File: src/design/bp_router_pkg.sv
// Behaviour
// reference select: 0 on-board, -1 backplane
// backplane reference steers the sample PLL input
// routed trigger stops triggering the board itself
// output edge rises, falls by acquisition stop
// output codes 0 none, 1-6 lines, 9 star
// output capability bitfield, low 16 bits
// input capability bitfield, same weights
// input map bits ORed into one trigger
// empty map: internal trigger only
// no path from inputs to outputs
// line 7 shows pretrigger done, ready
// line 7 open collector, pull low or release
// detection enabled only while line 7 high
// host never routes two boards onto one line
// OR triggering needs distinct lines, six boards
// star lines only with star card present
// received trigger may jitter one sample
// routing registers independent of other settings
// all line drivers released after reset
// other boards may pull line 7 low as well
// line 7 and inputs pass two flip-flops
package bp_router_pkg;

	// register indices; byte address is four times the index
	localparam logic [15:0] IDX_REF_SEL = 16'h4EAC;
	localparam logic [15:0] IDX_OUT_SEL = 16'h9D6C;
	localparam logic [15:0] IDX_OUT_CAP = 16'h9D6D;
	localparam logic [15:0] IDX_IN_MAP = 16'h9D76;
	localparam logic [15:0] IDX_IN_CAP = 16'h9D77;
	localparam logic [15:0] IDX_STATUS = 16'h9D80;
	localparam int IDX_W = 16;
	localparam int IDX_LSB = 2;

	localparam logic [31:0] REF_ONBOARD = 32'h0000_0000;
	localparam logic [31:0] REF_BACKPLANE = 32'hFFFF_FFFF;

	localparam logic [31:0] OUTPUT_ROUTE_NONE = 32'h0000_0000;
	localparam logic [31:0] OUTPUT_ROUTE_LINE_ZERO = 32'h0000_0001;
	localparam logic [31:0] OUTPUT_ROUTE_LINE_FIVE = 32'h0000_0006;
	localparam logic [31:0] OUTPUT_ROUTE_STAR = 32'h0000_0009;

	localparam logic [31:0] INPUT_SOURCE_NONE = 32'h0000_0000;
	localparam int STAR_BIT = 8;
	localparam int READY_LINE = 7;
	localparam int LINES = 8;
	localparam int CAP_W = 16;

	// lines 0..5 and star are usable; line 6 unused, line 7 internal
	localparam logic [15:0] OUT_CAP_DEFAULT = 16'h013F;
	localparam logic [15:0] IN_CAP_DEFAULT = 16'h013F;

	localparam logic [1:0] RESP_OKAY = 2'h0;
	localparam logic [1:0] RESP_SLVERR = 2'h2;

	typedef struct packed {
		logic star;
		logic [7:0] line;
	} bp_lines_t;

	typedef struct packed {
		logic awready;
		logic wready;
		logic bvalid;
		logic [1:0] bresp;
		logic arready;
		logic rvalid;
		logic [1:0] rresp;
		logic [31:0] rdata;
		logic aw_got;
		logic w_got;
		logic [15:0] aw_idx;
		logic [31:0] wdata;
		logic [3:0] wstrb;
		logic [31:0] ref_sel;
		logic [31:0] out_sel;
		logic [31:0] in_map;
		bp_lines_t sync1;
		bp_lines_t sync2;
		bp_lines_t drv_level;
		bp_lines_t drv_oe;
		logic use_backplane_reference;
		logic detect_enable;
		logic self_trigger;
	} state_t;

endpackage

File: src/design/backplane_trigger_refclk_router.sv
// Chosen here: the AXI4-Lite interface to the registers.
`timescale 1ns/1ps
`default_nettype none
module backplane_trigger_refclk_router
	import bp_router_pkg::*;
#(
	parameter int ADDR_W = 18,
	parameter logic [15:0] OUT_CAP = OUT_CAP_DEFAULT,
	parameter logic [15:0] IN_CAP = IN_CAP_DEFAULT
)
(
	// clock, reset, enable
	input wire logic aclk,
	input wire logic aresetn,
	input wire logic clk_en,
	// axi4-lite write
	input wire logic [ADDR_W-1:0] awaddr,
	input wire logic [2:0] awprot,
	input wire logic awvalid,
	output logic awready,
	input wire logic [31:0] wdata,
	input wire logic [3:0] wstrb,
	input wire logic wvalid,
	output logic wready,
	output logic [1:0] bresp,
	output logic bvalid,
	input wire logic bready,
	// axi4-lite read
	input wire logic [ADDR_W-1:0] araddr,
	input wire logic [2:0] arprot,
	input wire logic arvalid,
	output logic arready,
	output logic [31:0] rdata,
	output logic [1:0] rresp,
	output logic rvalid,
	input wire logic rready,
	// acquisition core
	input wire logic internal_trigger,
	input wire logic pretrigger_done,
	input wire logic acquisition_running,
	output logic self_trigger,
	output logic detect_enable,
	output logic use_backplane_reference,
	// backplane trigger lines
	input wire bp_lines_t trig_in,
	output bp_lines_t trig_out,
	output bp_lines_t trig_oe
);

	if (ADDR_W < IDX_W + IDX_LSB)
	begin
		$error("ADDR_W too narrow for the register indices");
	end

	state_t s_q;
	state_t s_d;

	////////////////////////////////////////////////////////////////////
	// output code to line mask
	function automatic bp_lines_t route_mask(input logic [31:0] code);
		bp_lines_t m;
		logic [31:0] n;
		m = '0;
		n = code - OUTPUT_ROUTE_LINE_ZERO;
		if (code >= OUTPUT_ROUTE_LINE_ZERO && code <= OUTPUT_ROUTE_LINE_FIVE)
			m.line[n[2:0]] = 1'b1;
		else if (code == OUTPUT_ROUTE_STAR)
			m.star = 1'b1;

		m = m & bp_lines_t'(OUT_CAP[LINES:0]);
		return m;
	endfunction

	function automatic logic [31:0] read_word(input logic [15:0] idx,
		input state_t s);
		logic [31:0] v;
		v = '0;
		if (idx == IDX_REF_SEL)
			v = s.ref_sel;
		else if (idx == IDX_OUT_SEL)
			v = s.out_sel;
		else if (idx == IDX_OUT_CAP)
			v = {16'h0000, OUT_CAP};
		else if (idx == IDX_IN_MAP)
			v = s.in_map;
		else if (idx == IDX_IN_CAP)
			v = {16'h0000, IN_CAP};
		else if (idx == IDX_STATUS)
			v = {29'h0, s.use_backplane_reference, s.drv_level != '0,
				s.detect_enable};
		return v;
	endfunction

	function automatic logic is_mapped(input logic [15:0] idx);
		return idx == IDX_REF_SEL || idx == IDX_OUT_SEL ||
			idx == IDX_OUT_CAP || idx == IDX_IN_MAP ||
			idx == IDX_IN_CAP || idx == IDX_STATUS;
	endfunction

	function automatic logic [31:0] merge(input logic [31:0] old,
		input logic [31:0] nw, input logic [3:0] strb);
		logic [31:0] r;
		r = old;
		for (int b = 0; b < 4; b++)
			if (strb[b])
				r[b*8 +: 8] = nw[b*8 +: 8];
		return r;
	endfunction

	////////////////////////////////////////////////////////////////////
	logic [15:0] ar_idx;
	logic [15:0] aw_idx_in;
	bp_lines_t route;
	bp_lines_t in_sel;
	logic routed;
	logic bus_hit;

	assign ar_idx = araddr[IDX_LSB +: IDX_W];
	assign aw_idx_in = awaddr[IDX_LSB +: IDX_W];

	always_comb
	begin
		s_d = s_q;
		route = route_mask(s_q.out_sel);
		routed = route != '0;
		in_sel = bp_lines_t'(s_q.in_map[LINES:0]) &
			bp_lines_t'(IN_CAP[LINES:0]);
		// line 7 never counts as a trigger source, it is the ready line
		in_sel.line[READY_LINE] = 1'b0;
		bus_hit = 1'b0;
		if (clk_en)
		begin
			// write address and data may arrive in either order
			if (awvalid && s_q.awready)
			begin
				s_d.aw_got = 1'b1;
				s_d.aw_idx = aw_idx_in;
			end
			if (wvalid && s_q.wready)
			begin
				s_d.w_got = 1'b1;
				s_d.wdata = wdata;
				s_d.wstrb = wstrb;
			end
			if (s_q.aw_got && s_q.w_got && !s_q.bvalid)
			begin
				s_d.aw_got = 1'b0;
				s_d.w_got = 1'b0;
				s_d.bvalid = 1'b1;
				s_d.bresp = RESP_OKAY;

				if (s_q.aw_idx == IDX_REF_SEL)
					s_d.ref_sel = merge(s_q.ref_sel, s_q.wdata, s_q.wstrb);
				else if (s_q.aw_idx == IDX_OUT_SEL)
					s_d.out_sel = merge(s_q.out_sel, s_q.wdata, s_q.wstrb);
				else if (s_q.aw_idx == IDX_IN_MAP)
					s_d.in_map = merge(s_q.in_map, s_q.wdata, s_q.wstrb);
				else
					s_d.bresp = RESP_SLVERR;
			end
			else if (s_q.bvalid && bready)
				s_d.bvalid = 1'b0;
			s_d.awready = !s_d.aw_got && !s_d.bvalid;
			s_d.wready = !s_d.w_got && !s_d.bvalid;

			if (arvalid && s_q.arready)
			begin
				s_d.rvalid = 1'b1;
				s_d.rdata = read_word(ar_idx, s_q);
				s_d.rresp = is_mapped(ar_idx) ? RESP_OKAY : RESP_SLVERR;
			end
			else if (s_q.rvalid && rready)
				s_d.rvalid = 1'b0;
			s_d.arready = !s_d.rvalid;


			s_d.use_backplane_reference = s_q.ref_sel == REF_BACKPLANE;

			// first stage feeds only the second
			s_d.sync1 = trig_in;
			s_d.sync2 = s_q.sync1;

			s_d.detect_enable = s_q.sync2.line[READY_LINE];

			// level stays only while acquiring; R10: fed by internal only
			s_d.drv_level = acquisition_running ?
				((s_q.drv_level | (internal_trigger ? route : '0)) & route) :
				'0;

			s_d.drv_oe = route;
			// pull low until pretrigger done, then release
			s_d.drv_oe.line[READY_LINE] = !pretrigger_done;
			s_d.drv_level.line[READY_LINE] = 1'b0;

			// the sync stages cost up to a sample of jitter
			bus_hit = (s_q.sync2 & in_sel) != '0;
			s_d.self_trigger = s_q.detect_enable &&
				((!routed && internal_trigger) || bus_hit);
		end
	end

	always_ff @(posedge aclk)
	begin
		if (!aresetn)
		begin
			s_q <= '0;
			s_q.ref_sel <= REF_ONBOARD;
			s_q.out_sel <= OUTPUT_ROUTE_NONE;
			s_q.in_map <= INPUT_SOURCE_NONE;
		end
		else
			s_q <= s_d;
	end

	assign awready = s_q.awready;
	assign wready = s_q.wready;
	assign bvalid = s_q.bvalid;
	assign bresp = s_q.bresp;
	assign arready = s_q.arready;
	assign rvalid = s_q.rvalid;
	assign rdata = s_q.rdata;
	assign rresp = s_q.rresp;
	assign self_trigger = s_q.self_trigger;
	assign detect_enable = s_q.detect_enable;
	assign use_backplane_reference = s_q.use_backplane_reference;
	assign trig_out = s_q.drv_level;
	assign trig_oe = s_q.drv_oe;
endmodule
`default_nettype wire

File: config.mk
export PLATFORM = sky130hd
export DESIGN_NAME = backplane_trigger_refclk_router
export DESIGN_NICKNAME = d
export VERILOG_FILES = /design/src/design/bp_router_pkg.sv /design/src/design/backplane_trigger_refclk_router.sv
export SDC_FILE = /design/constraint.sdc
export NUM_CORES = 1
export LEC_CHECK = 0
export BUFFER_PORTS_ARGS = -buffer_cell sky130_fd_sc_hd__buf_2
export CORE_MARGIN = 5
export CORE_UTILIZATION = 56
export DETAILED_ROUTE_END_ITERATION = 10
export PLACE_DENSITY_LB_ADDON = 0.15
export SETUP_SLACK_MARGIN = 0.4
export SLEW_MARGIN = 20
export SYNTH_ARGS = -nofsm -noshare
export SYNTH_HDL_FRONTEND = slang
export SYNTH_SLANG_ARGS = --single-unit
File: constraint.sdc
create_clock -name aclk -period 2.6 [get_ports aclk]
set_input_delay 0.65 -clock aclk [delete_from_list [all_inputs] [get_ports aclk]]
set_output_delay 0.65 -clock aclk [all_outputs]
set_load 0.05 [all_outputs]
* After elaboration in Yosys (flattened, before gate mapping)
Index checks and enable logic that the tools add are counted.
** Word-level totals
- Register bits :: 228
- Bits of input ports :: 98
- Output and inout bits :: 62
** Operators by class
- Add/sub/neg operators :: 1
- Magnitude comparators :: 4
- Equal/unequal tests :: 11
- Muxes and demuxes :: 27
- Bitwise operators :: 5
- Reduce and logical (&&, ||, !) cells :: 45
** Operators by type and width (count)
- 2-to-1 mux 32 bit :: 5
- equality test 16 bit (second input constant) :: 7
- equality test 16 x 15 -> 1 bit (second input constant) :: 2
- equality test 32 bit (second input constant) :: 1
- equality test 32 x 4 -> 1 bit (second input constant) :: 1
- greater-or-equal comparator 32 x 1 -> 1 bit (second input constant) :: 1
- <= comparator 32 x 3 -> 1 bit (second input constant) :: 1
- nonzero test 9 bit :: 3
- AND reduction 6 bit :: 4
- AND reduction 5 bit :: 4
- AND 9 bit :: 2
- 2-to-1 mux 9 bit :: 2
- AND reduction 4 bit :: 4
- logical AND 1 bit :: 13
- 2-to-1 mux 2 bit :: 6
- 2-to-1 mux 1 bit :: 11
- OR 9 bit :: 1
- AND reduction 2 bit :: 4
- zero test 1 bit :: 7
- logical OR 1 bit :: 6
- 2-to-1 mux 6 bit :: 1
- < comparator 3 x 4 -> 1 bit (second input constant) :: 1
- demux 1 bit (select 3 bit) :: 1
- greater-or-equal comparator 3 x 1 -> 1 bit (second input constant) :: 1
- 3 further kinds :: 4

* Depth between registers and ports, before layout
Gate-level depths: netlist of the first run.
- Depth after elaboration :: 11
- Depth in mapped cells :: 8
- Mapped depth without buffers :: 7

* Worst setup path before layout of the first run
Ideal clock, no wire load.
- Path type :: input-to-reg
- Start point :: input clk_en
- End point :: register s_q[100] (netlist bit)
- Setup time :: 0.128 ns
- Arrival time :: 2.189 ns
- Required time :: 2.472 ns
- Setup slack :: 0.283 ns
- Stages on the path :: 5
- Path buffers :: 0
- Cells stage by stage :: nand4b_4 nor4_4 nand3_4 mux2i_1 nor2_1
** On the way
- Word-level cells in the longest chain between the ends :: 1
** RTL lines
- start, declared :: line backplane_trigger_refclk_router.sv:15 : input wire logic clk_en,
- AND reduction 5 bit (no line)
- end, declared :: line backplane_trigger_refclk_router.sv:55 : state_t s_q;
No other way between the ends.
A chain may end at the register's enable or synchronous reset.

* Final worst setup path of the first run
- Start point :: register s_q[97] (netlist bit)
- End point :: register s_q, in the netlist trig_out[1]
** On the way
- Word-level cells in the longest chain between the ends :: 7
- Elaborated cells between the ends (all ways) :: 8
** RTL lines
- greater-or-equal comparator 32 x 1 -> 1 bit or <= comparator 32 x 3 -> 1 bit (tied branches) :: line backplane_trigger_refclk_router.sv:65 : if (code >= OUTPUT_ROUTE_LINE_ZERO && code <= OUTPUT_ROUTE_LINE_FIVE)
- logical AND 1 bit (*) :: line backplane_trigger_refclk_router.sv:65
- 2-to-1 mux 6 bit (*) :: line backplane_trigger_refclk_router.sv:65
- 2-to-1 mux 9 bit :: line backplane_trigger_refclk_router.sv:187 : ((s_q.drv_level | (internal_trigger ? route : '0)) & route) :
- OR 9 bit :: line backplane_trigger_refclk_router.sv:187
- AND 9 bit (*) :: line backplane_trigger_refclk_router.sv:187
- 2-to-1 mux 9 bit (*) :: line backplane_trigger_refclk_router.sv:186 : s_d.drv_level = acquisition_running ?
Every way passes the cells marked *; elsewhere a longest branch is shown, timed or not.

==> results of run 1 <==
-- cells by family after synthesis --
group	Yosys count	share of synthesized area [%]
simple gates	403	20.8
flops	223	47.1
compound gates	193	12.4
buf+inv	118	6.87
mux	115	12.2
fa+ha+maj	3	0.396
xor+xnor	2	0.185
other cells	1	0.0396
-- cells in the mapped netlist (5+ instances only) --
master      n  area share, %
nor3_1     10           0.53
nor2_1    137            5.4
nand4_1    14           0.92
a21oi_1    92            4.9
nand3_1    20            1.1
o31ai_1     5           0.40
nand2_1   153            6.1
inv_1       6           0.24
a22o_1      6           0.55
nand3_4     8            1.5
buf_4      54            4.3
a221oi_1   27            2.5
o21ai_0    39            2.1
or4_1       5           0.40
dfxtp_1   223             47
nor4_1     12           0.79
nand3b_1    5           0.40
and3_1      6           0.40
mux2i_1   115             12
clkbuf_1   51            2.0
-- through the flow --
step	power [mW]	cell area, um2	util [%]	setup WS (ns)	cells
after detailed placement	4.02	10100	61.0	0.269	1339
final	7.29	10900	65.7	0.561	1381
after global placement	4.02	10100	61.0	0.299	1339
after CTS	7.34	10900	65.6	0.444	1380
after floorplan	3.89	9510	-	0.383	1062
after global routing	7.54	10900	65.7	0.426	1381
-- layout make-up --
class | instances | area, um2
fill | 1454 | 5690
sequential | 223 | 4470
multi-input combinational | 721 | 4400
timing repair buffer | 168 | 953
clock buffer | 33 | 643
tap | 220 | 275
clock inverter | 8 | 119
inverter | 7 | 28.8
antenna | 1 | 2.50
-- worst max-delay path by stage --
stage / end / slack [ns] / depth (start not counted)
after floorplan: s_q[100] / 0.38 / 5
after global placement: rdata[30] / 0.30 / 7
after detailed placement: rdata[30] / 0.27 / 7
after CTS: trig_out[1] / 0.44 / 8
after global routing: trig_out[5] / 0.43 / 6
final: trig_out[1] / 0.56 / 6
-- layer usage --
layer,track usage (%),part of all wire [%],up-vias
li1,-,-,3845
met1,32.8,45,3706
met2,39.2,47,230
met3,3.85,5.6,42
met4,7.14,2.5,0
met5,0,0,-
-- worst max-delay path, stage by stage (launching register included) --
cell	delay (ns)
dfxtp_1	0.32
or4_1	0.54
nor2_1	0.30
nand4_1	0.14
buf_4	0.22
nor4_1	0.28
o22a_1	0.17
-- state kept, by name, summed over array words and instances, names as in the netlist --
signal	count
self_trigger	1
s_q	159
arready	1
trig_out	7
detect_enable	1
rresp	1
wready	1
bvalid	1
in_sel	7
rvalid	1
bresp	1
use_backplane_reference	1
trig_oe	8
rdata	32
awready	1
-- report_power, final --
group | switching, mW | internal, mW
clock network | 1.32 | 2.02
registers | 0.0445 | 3.47
logic | 0.297 | 0.136
==> metrics.cfg, run 1 <==
[global_route]
grt_antenna_before_repair = 1
grt_use_total_pct = 24.0
gr-total-overflow = 0
grt_pass1_vias = 7503
grt_pass1_wl_um = 39300
grt_start_max_net_pins = 177

[cts]
cts_tree = built
cts_setup_buffers = 0
cts_buffer_depth = 3
ctsRootBufferMaster = clkbuf_16
clk_pin_slew_ns = 0.06
clock-sinks = 223
htreeDepth = 1
cts_made_buffers = 23
insertion_delay_ns = 0.50
cts_hold_buffers = 0
post_cts_resized = 0

[timing]
period_needed_ns = 2.04
timing.hold.ws_ns = 0.325
hold_viol_final = 0
timing.setup.tns_ns = 0
period_share_pct = 78.4
fmaxAchievable_ghz = 0.490
finalSetupViolCount = 0
rsz0062_at_grt = no
slew_viol_final = 0
relSlewSlack_pct = 40.8
fin_worst_skew_ns = 0.0128
worst_pin_slew_ns = 0.887

[power_and_ir_drop]
leakagePower_nw = 5.02
irDropWorstVdd_mv = 0.699
p_per_area_nw_per_um2 = 669

[cells_and_area]
drive_gt1_share_pct = 19.2
fin_nets = 1245
final_cell_mix = 222 x dfxtp_1, 153 x nand2_1, 143 x buf_2
final_common_cell = dfxtp_1
area_growth_pct = 15.0

[logic_synthesis]
synthFlopType = dfxtp_1
netlist_area_um2 = 9470
ys.warnings.count = 0
avgSynthCellArea_um2 = 8.95
synth-edff-count = 0
synth_seq_cells = 223
netlist_instances = 1058
async_flop_share_pct = 0
yosysUniqueCellTypes = 55
ys_seq_area_share_pct = 47.1

[drt]
first_pass_iters = 5
wire_per_inst_um = 17.5
drc_errors = 0
ant_nets = 0
vias = 7823
vias_per_cell = 5.66
drtIter0Drc = 541
wl_um = 24200

[worst_setup_path]
end_kind = register
cp-startpoint = s_q[97]
r2r_cells = 6
reg2reg_slack_ns = 0.56
cp.arrival_ns = 2.48
crit_fanout = 16
critPathKind = register to register
r2r-start = s_q[97]
required_ns = 3.04
start_kind = register
regToRegEndpoint = trig_out[1]

[worst_hold_path]
hp-start = pretrigger_done
whs_path_depth = 2
hold_end = trig_oe[7]
min_path_type = input port to register

[die]
floorplan.rows = 47
dieArea_um2 = 19600
die_width_um = 140
io_pins = 160
core_area_um2 = 16600
fp.dieH_um = 140
start_util_pct = 57.1

[placement]
dp_hpwl_um = 15900
portBuffers = 143
gp_congestion = 0.873

[status]
status = complete, no violations

[flow_run]
maxCapViolCount = 0

Note: power is estimated with default switching activity, not from simulation.
==> run 2: changes to the inputs <==
--- a/config.mk
+++ b/config.mk
@@ -7,7 +7,7 @@
 export LEC_CHECK = 0
 export BUFFER_PORTS_ARGS = -buffer_cell sky130_fd_sc_hd__buf_2
 export CORE_MARGIN = 5
-export CORE_UTILIZATION = 56
+export CORE_UTILIZATION = 51
 export DETAILED_ROUTE_END_ITERATION = 10
 export PLACE_DENSITY_LB_ADDON = 0.15
 export SETUP_SLACK_MARGIN = 0.4
==> constraint.sdc (replaced) <==
create_clock -name aclk -period 1.8 [get_ports aclk]
set_input_delay 0.45 -clock aclk [delete_from_list [all_inputs] [get_ports aclk]]
set_output_delay 0.45 -clock aclk [all_outputs]
set_load 0.05 [all_outputs]
==> metrics.cfg, run 2 (synthesized netlist as in run 1, its figures left out) <==
[status]
status = complete, but fails checks
failed_checks = negative setup slack

[timing]
timing.setup.tns_ns = -0.594  ; -0.594 ns
finalSetupViolCount = 11  ; +11
slew_viol_final = 0  ; unchanged
relSlewSlack_pct = 50.3  ; +9.5 points
rsz0062_at_grt = yes
worst_pin_slew_ns = 0.742  ; -0.145 ns
fmaxAchievable_ghz = 0.527  ; +7.6%
fin_worst_skew_ns = 0.0193  ; +0.00647 ns
period_needed_ns = 1.90  ; -0.144 ns
period_share_pct = 105  ; +27 points
hold_viol_final = 0  ; unchanged
fin_ws_ns = -0.0959  ; -0.656 ns

[cts]
cts_hold_buffers = 0  ; unchanged
cts_buffer_depth = 3  ; unchanged
htreeDepth = 1  ; unchanged
ctsRootBufferMaster = clkbuf_16
insertion_delay_ns = 0.53  ; +0.03 ns
cts_made_buffers = 24  ; +4.3%
clk_pin_slew_ns = 0.06  ; about the same
cts_tree = built
clock-sinks = 223  ; unchanged

[cells_and_area]
largest_register = s_q
final_cell_mix = 158 x dfxtp_1, 131 x nor2_1, 128 x nand2_1
largest_reg_flops = 159  ; unchanged
antenna_cells = 0  ; -1
final_area_um2 = 13300  ; +22%
fin_nets = 1341  ; +7.7%
final_cell_count_no_fill = 1487  ; +7.7%
final_common_cell = dfxtp_1
area_growth_pct = 40.2
drive_gt1_share_pct = 38.7  ; +19 points

[die]
core_area_um2 = 18100  ; +9.4%
fp.dieH_um = 146  ; +4.4%
start_util_pct = 52.2  ; -4.9 points
io_pins = 160  ; unchanged
dieArea_um2 = 21400  ; +9.1%
floorplan.rows = 49  ; +4.3%
die_width_um = 146  ; +4.4%

[drt]
ant_nets = 0  ; unchanged
vias_per_cell = 5.59  ; -1.3%
wire_per_inst_um = 18.4  ; +5.3%
wl_um = 27400  ; +13%
drc_errors = 0  ; unchanged
vias = 8317  ; +6.3%
drtIter0Drc = 543  ; +0.37%
first_pass_iters = 5  ; unchanged

[worst_setup_path]
start_kind = register
required_ns = 2.26  ; -0.78 ns
cp-startpoint = s_q[97]
crit_fanout = 10  ; -6
critPathKind = register to register
end_kind = register
cp.arrival_ns = 2.35  ; -0.13 ns
r2r-start = s_q[97]

[placement]
placedCellCount = 1413  ; +5.5%
gp_congestion = 0.861  ; -1.4%
post-place-ws_ns = -0.269  ; -0.538 ns
portBuffers = 143  ; unchanged
dp_hpwl_um = 17000  ; +6.6%
placed_area_um2 = 11000  ; +9.0%

[power_and_ir_drop]
p_total_mw = 10.6  ; +46%
irDropWorstVdd_mv = 0.643  ; -8.0%
leakagePower_nw = 6.17  ; +23%
p_seq_share_pct = 48.0  ; -0.3 points
combPwrFrac_pct = 7.9  ; +1.9 points
power_frac_clock_pct = 44.1  ; -1.7 points
p_per_area_nw_per_um2 = 800  ; +20%
switching_share_pct = 23.9  ; +1.1 points
p_sw_mw = 2.54  ; +53%
p_int_mw = 8.08  ; +44%

[global_route]
grt_antenna_before_repair = 0  ; -1
gr-total-overflow = 0  ; unchanged
grt_pass1_vias = 8283  ; +10%
grt_use_total_pct = 24.4  ; +0.45 points
grt_start_max_net_pins = 150  ; -15%
grt_pass1_wl_um = 43300  ; +10%

[worst_hold_path]
min_path_type = input port to register
hp-start = pretrigger_done

[flow_run]
maxCapViolCount = 0  ; unchanged

run 2: changes by cell type in the layout (fill, tap and decap cells not counted), moves of 15 or more:
cell / previous run / this run
a21oi_1: 92 / 69
a21oi_2: 0 / 23
a221oi_1: 27 / 4
a221oi_2: 0 / 15
buf_2: 143 / 84
buf_4: 21 / 97
buf_8: 0 / 55
dfxtp_1: 222 / 158
dfxtp_2: 1 / 55
nand2_1: 153 / 128
nand2_4: 0 / 19
run 2: per-layer routing:
layer,track usage (%),vias to the layer above,wire [um]
li1,-,4039,-
met1,31.7,4000,11900
met5,0,-,0
met4,6.96,0,558
met3,4.28,49,1540
met2,41.9,229,13500
run 2: timing repair:
| action | 4_1_cts | 5_1_grt |
|---|---|---|
| pin swaps | 26 | 15 |
| buffers inserted | 19 | 8 |
| resized for setup | 304 | 50 |
| setup endpoints to repair | 196 | 219 |
| cloned | 3 | 0 |
run 2: final timing paths:
| kind | endpoint | slack (ns) | cells past startpoint |
|---|---|---|---|
| worst max-delay path | trig_out[5] | -0.1 | 7 |
| worst min-delay path | trig_oe[7] | 0.10 | 2 |
| worst max register to register | trig_out[5] | -0.1 | 7 |
| worst min register to register | rdata[25] | 0.45 | 2 |
run 2: layout make-up:
| type | instances | area [um2] |
|---|---|---|
| repair buffers | 263 | 2460 |
| clock inverters | 6 | 66.3 |
| inverters | 7 | 28.8 |
| well taps | 229 | 287 |
| flip-flops and latches | 223 | 4570 |
| clock buffers | 38 | 673 |
| fillers | 1318 | 4870 |
| multi-input cells | 721 | 5200 |
run 2: worst max-delay path, stage by stage, from the launching register on:
cell and delay, ns:
dfxtp_1 0.31, or4_4 0.53, nor2_1 0.12, buf_4 0.14, nand4_1 0.11, buf_6 0.17
nor4_2 0.26, o22a_1 0.18
run 2: stage by stage:
step                hold slack (ns)  utilization (%)
floorplan                     0.426                -
global placement              0.432             60.8
CTS                          0.0923             71.3
finish                        0.104             73.2
detailed placement            0.440             60.8
global route                 0.0953             73.2
run 2: power groups by stage:
stage	logic, mW	clock network, mW	registers [mW]
floorplan	0.447	0	5.20
global placement	0.693	0	5.19
detailed placement	0.699	0	5.20
CTS	0.801	4.73	5.10
global route	0.898	4.96	5.11
finish	0.841	4.68	5.10
==> run 3: changes to the inputs <==
--- a/config.mk
+++ b/config.mk
@@ -5,11 +5,12 @@
 export SDC_FILE = /design/constraint.sdc
 export NUM_CORES = 1
 export LEC_CHECK = 0
-export BUFFER_PORTS_ARGS = -buffer_cell sky130_fd_sc_hd__buf_2
 export CORE_MARGIN = 5
-export CORE_UTILIZATION = 51
+export CORE_UTILIZATION = 57
 export DETAILED_ROUTE_END_ITERATION = 10
+export DONT_BUFFER_PORTS = 1
 export PLACE_DENSITY_LB_ADDON = 0.15
+export REMOVE_ABC_BUFFERS = 1
 export SETUP_SLACK_MARGIN = 0.4
 export SLEW_MARGIN = 20
 export SYNTH_ARGS = -nofsm -noshare
==> metrics.cfg, run 3 (synthesized netlist as in run 1, its figures left out) <==
[worst_hold_path]
hp-start = pretrigger_done
min_path_type = input port to register
whs_path_depth = 1  ; -1

[cells_and_area]
final_common_cell = dfxtp_1
utilization_pct = 72.2  ; -0.98 points
antenna_cells = 0  ; unchanged
nFillCells = 1195  ; -9.3%
largest_reg_flops = 159  ; unchanged
final_cell_mix = 156 x dfxtp_1, 132 x nor2_1, 128 x nand2_1
area_growth_pct = 25.6
drive_gt1_share_pct = 28.5  ; -10 points
fin_nets = 1176  ; -12%
largest_register = s_q

[worst_setup_path]
required_ns = 2.25  ; about the same
max_stage_delay_ns = 0.44  ; -0.09 ns
crit_family = simple AND/OR/NAND/NOR gates
cp.arrival_ns = 2.37  ; +0.02 ns
path_buf_inv = 1  ; -1
cp-startpoint = s_q[91]
crit_fanout = 5  ; -5
critPathSlowestCell = nor4_1
r2r-start = s_q[91]
start_kind = register
r2r_cells = 6  ; -1
end_kind = register
crit_cells = 6  ; -1
critPathKind = register to register
worstPathCellList = nor4_1 -> and3_1 -> nand4_1 -> buf_6 -> nor4_2 -> o22a_1

[timing]
timing.hold.ws_ns = 0.0291  ; -0.0745 ns
rsz0062_at_grt = yes
finalSetupViolCount = 11  ; unchanged
relSlewSlack_pct = 62.8  ; +12 points
period_share_pct = 107  ; +1.3 points
slew_viol_final = 0  ; unchanged
fin_ws_ns = -0.119  ; -0.0230 ns
worst_pin_slew_ns = 0.556  ; -0.186 ns
period_needed_ns = 1.92  ; +0.0230 ns
fin_worst_skew_ns = 0.0110  ; -0.00826 ns
timing.setup.tns_ns = -0.616  ; -0.0220 ns
hold_viol_final = 0  ; unchanged
fmaxAchievable_ghz = 0.521  ; -1.2%

[cts]
cts_hold_buffers = 0  ; unchanged
cts_made_buffers = 23  ; -4.2%
clock-sinks = 223  ; unchanged
insertion_delay_ns = 0.51  ; -0.02 ns
htreeDepth = 1  ; unchanged
cts_buffer_depth = 3  ; unchanged
cts_tree = built
clk_pin_slew_ns = 0.06  ; about the same
ctsRootBufferMaster = clkbuf_16

[die]
die_width_um = 139  ; -5.0%
core_area_um2 = 16500  ; -9.3%
floorplan.rows = 47  ; -4.1%
io_pins = 160  ; unchanged
dieArea_um2 = 19300  ; -9.8%
start_util_pct = 57.5  ; +5.3 points
fp.dieH_um = 139  ; -5.0%

[placement]
portBuffers = 0  ; -100%
gp_congestion = 0.883  ; +2.5%
dp_hpwl_um = 15800  ; -6.6%

[drt]
wire_per_inst_um = 20.1  ; +8.8%
drc_errors = 0  ; unchanged
vias_per_cell = 5.94  ; +6.1%
wl_um = 26200  ; -4.5%
ant_nets = 0  ; unchanged
vias = 7752  ; -6.8%
drtIter0Drc = 514  ; -5.3%
first_pass_iters = 5  ; unchanged

[global_route]
grt.met1_usage_pct = 32.7  ; +1.0 points
grt_pass1_wl_um = 40400  ; -6.6%
grtUsageMet2_pct = 42.1  ; +0.18 points
grt_pass1_vias = 7444  ; -10%
grt_antenna_before_repair = 0  ; unchanged
grt_use_total_pct = 25.5  ; +1.1 points
grt_use_met3_pct = 6.34  ; +2.1 points
gr-total-overflow = 0  ; unchanged
grt_start_max_net_pins = 69  ; -54%
top_usage_layer = met2

[status]
failed_checks = negative setup slack
status = complete, but fails checks

[power_and_ir_drop]
irDropWorstVdd_mv = 0.657  ; +2.1%
p_per_area_nw_per_um2 = 838  ; +4.7%
leakagePower_nw = 5.20  ; -16%

[flow_run]
maxCapViolCount = 0  ; unchanged

run 3: per-layer routing:
layer / wire length (um) / part of all wire [%]
met1: 10800 / 41
met2: 12800 / 49
met3: 1840 / 7.0
met4: 840 / 3.2
met5: 0 / 0
run 3: area by class of cell:
| class | count | area (um2) | share of cell area (%) |
|---|---|---|---|
| Sequential cell | 223 | 4650 | 39.1 |
| Multi-Input combinational cell | 721 | 5100 | 42.9 |
| Inverter | 7 | 28.8 | 0.242 |
| Tap cell | 220 | 275 | 2.32 |
| Clock inverter | 2 | 13.8 | 0.116 |
| Clock buffer | 34 | 667 | 5.61 |
| Timing Repair Buffer | 99 | 1160 | 9.77 |
run 3: worst paths after layout:
path	to	slack, ns
max	trig_out[1]	-0.12
min	trig_oe[7]	0.03
max reg2reg	trig_out[1]	-0.12
min reg2reg	rdata[17]	0.45
run 3: timing repair:
item,CTS,global route
pin swaps,65,56
gates cloned,7,0
setup buffers,11,5
hold endpoints to repair,0,0
endpoints found under the setup margin,194,206
resized for setup,221,69
run 3: power by group:
group,switching [mW],internal [mW],total (mW)
clock,1.85,2.53,4.38
combinational,0.260,0.165,0.424
sequential,0.170,4.98,5.15
run 3: worst reg2reg max path: stages (launching register included):
cell and delay [ns]:
dfxtp_1 0.35, nor4_1 0.44, and3_1 0.29, nand4_1 0.16, buf_6 0.18, nor4_2 0.28
o22a_1 0.15
run 3: through the flow:
step / power (mW) / setup slack [ns] / area [um2] / cells
global placement: 5.66 / -0.157 / 9860 / 1247
finish: 9.96 / -0.119 / 11900 / 1306
global route: 10.3 / -0.181 / 11900 / 1306
CTS: 9.99 / -0.0791 / 11400 / 1301
floorplan: 5.53 / -1.07 / 8860 / 951
detailed placement: 5.66 / -0.209 / 9860 / 1247
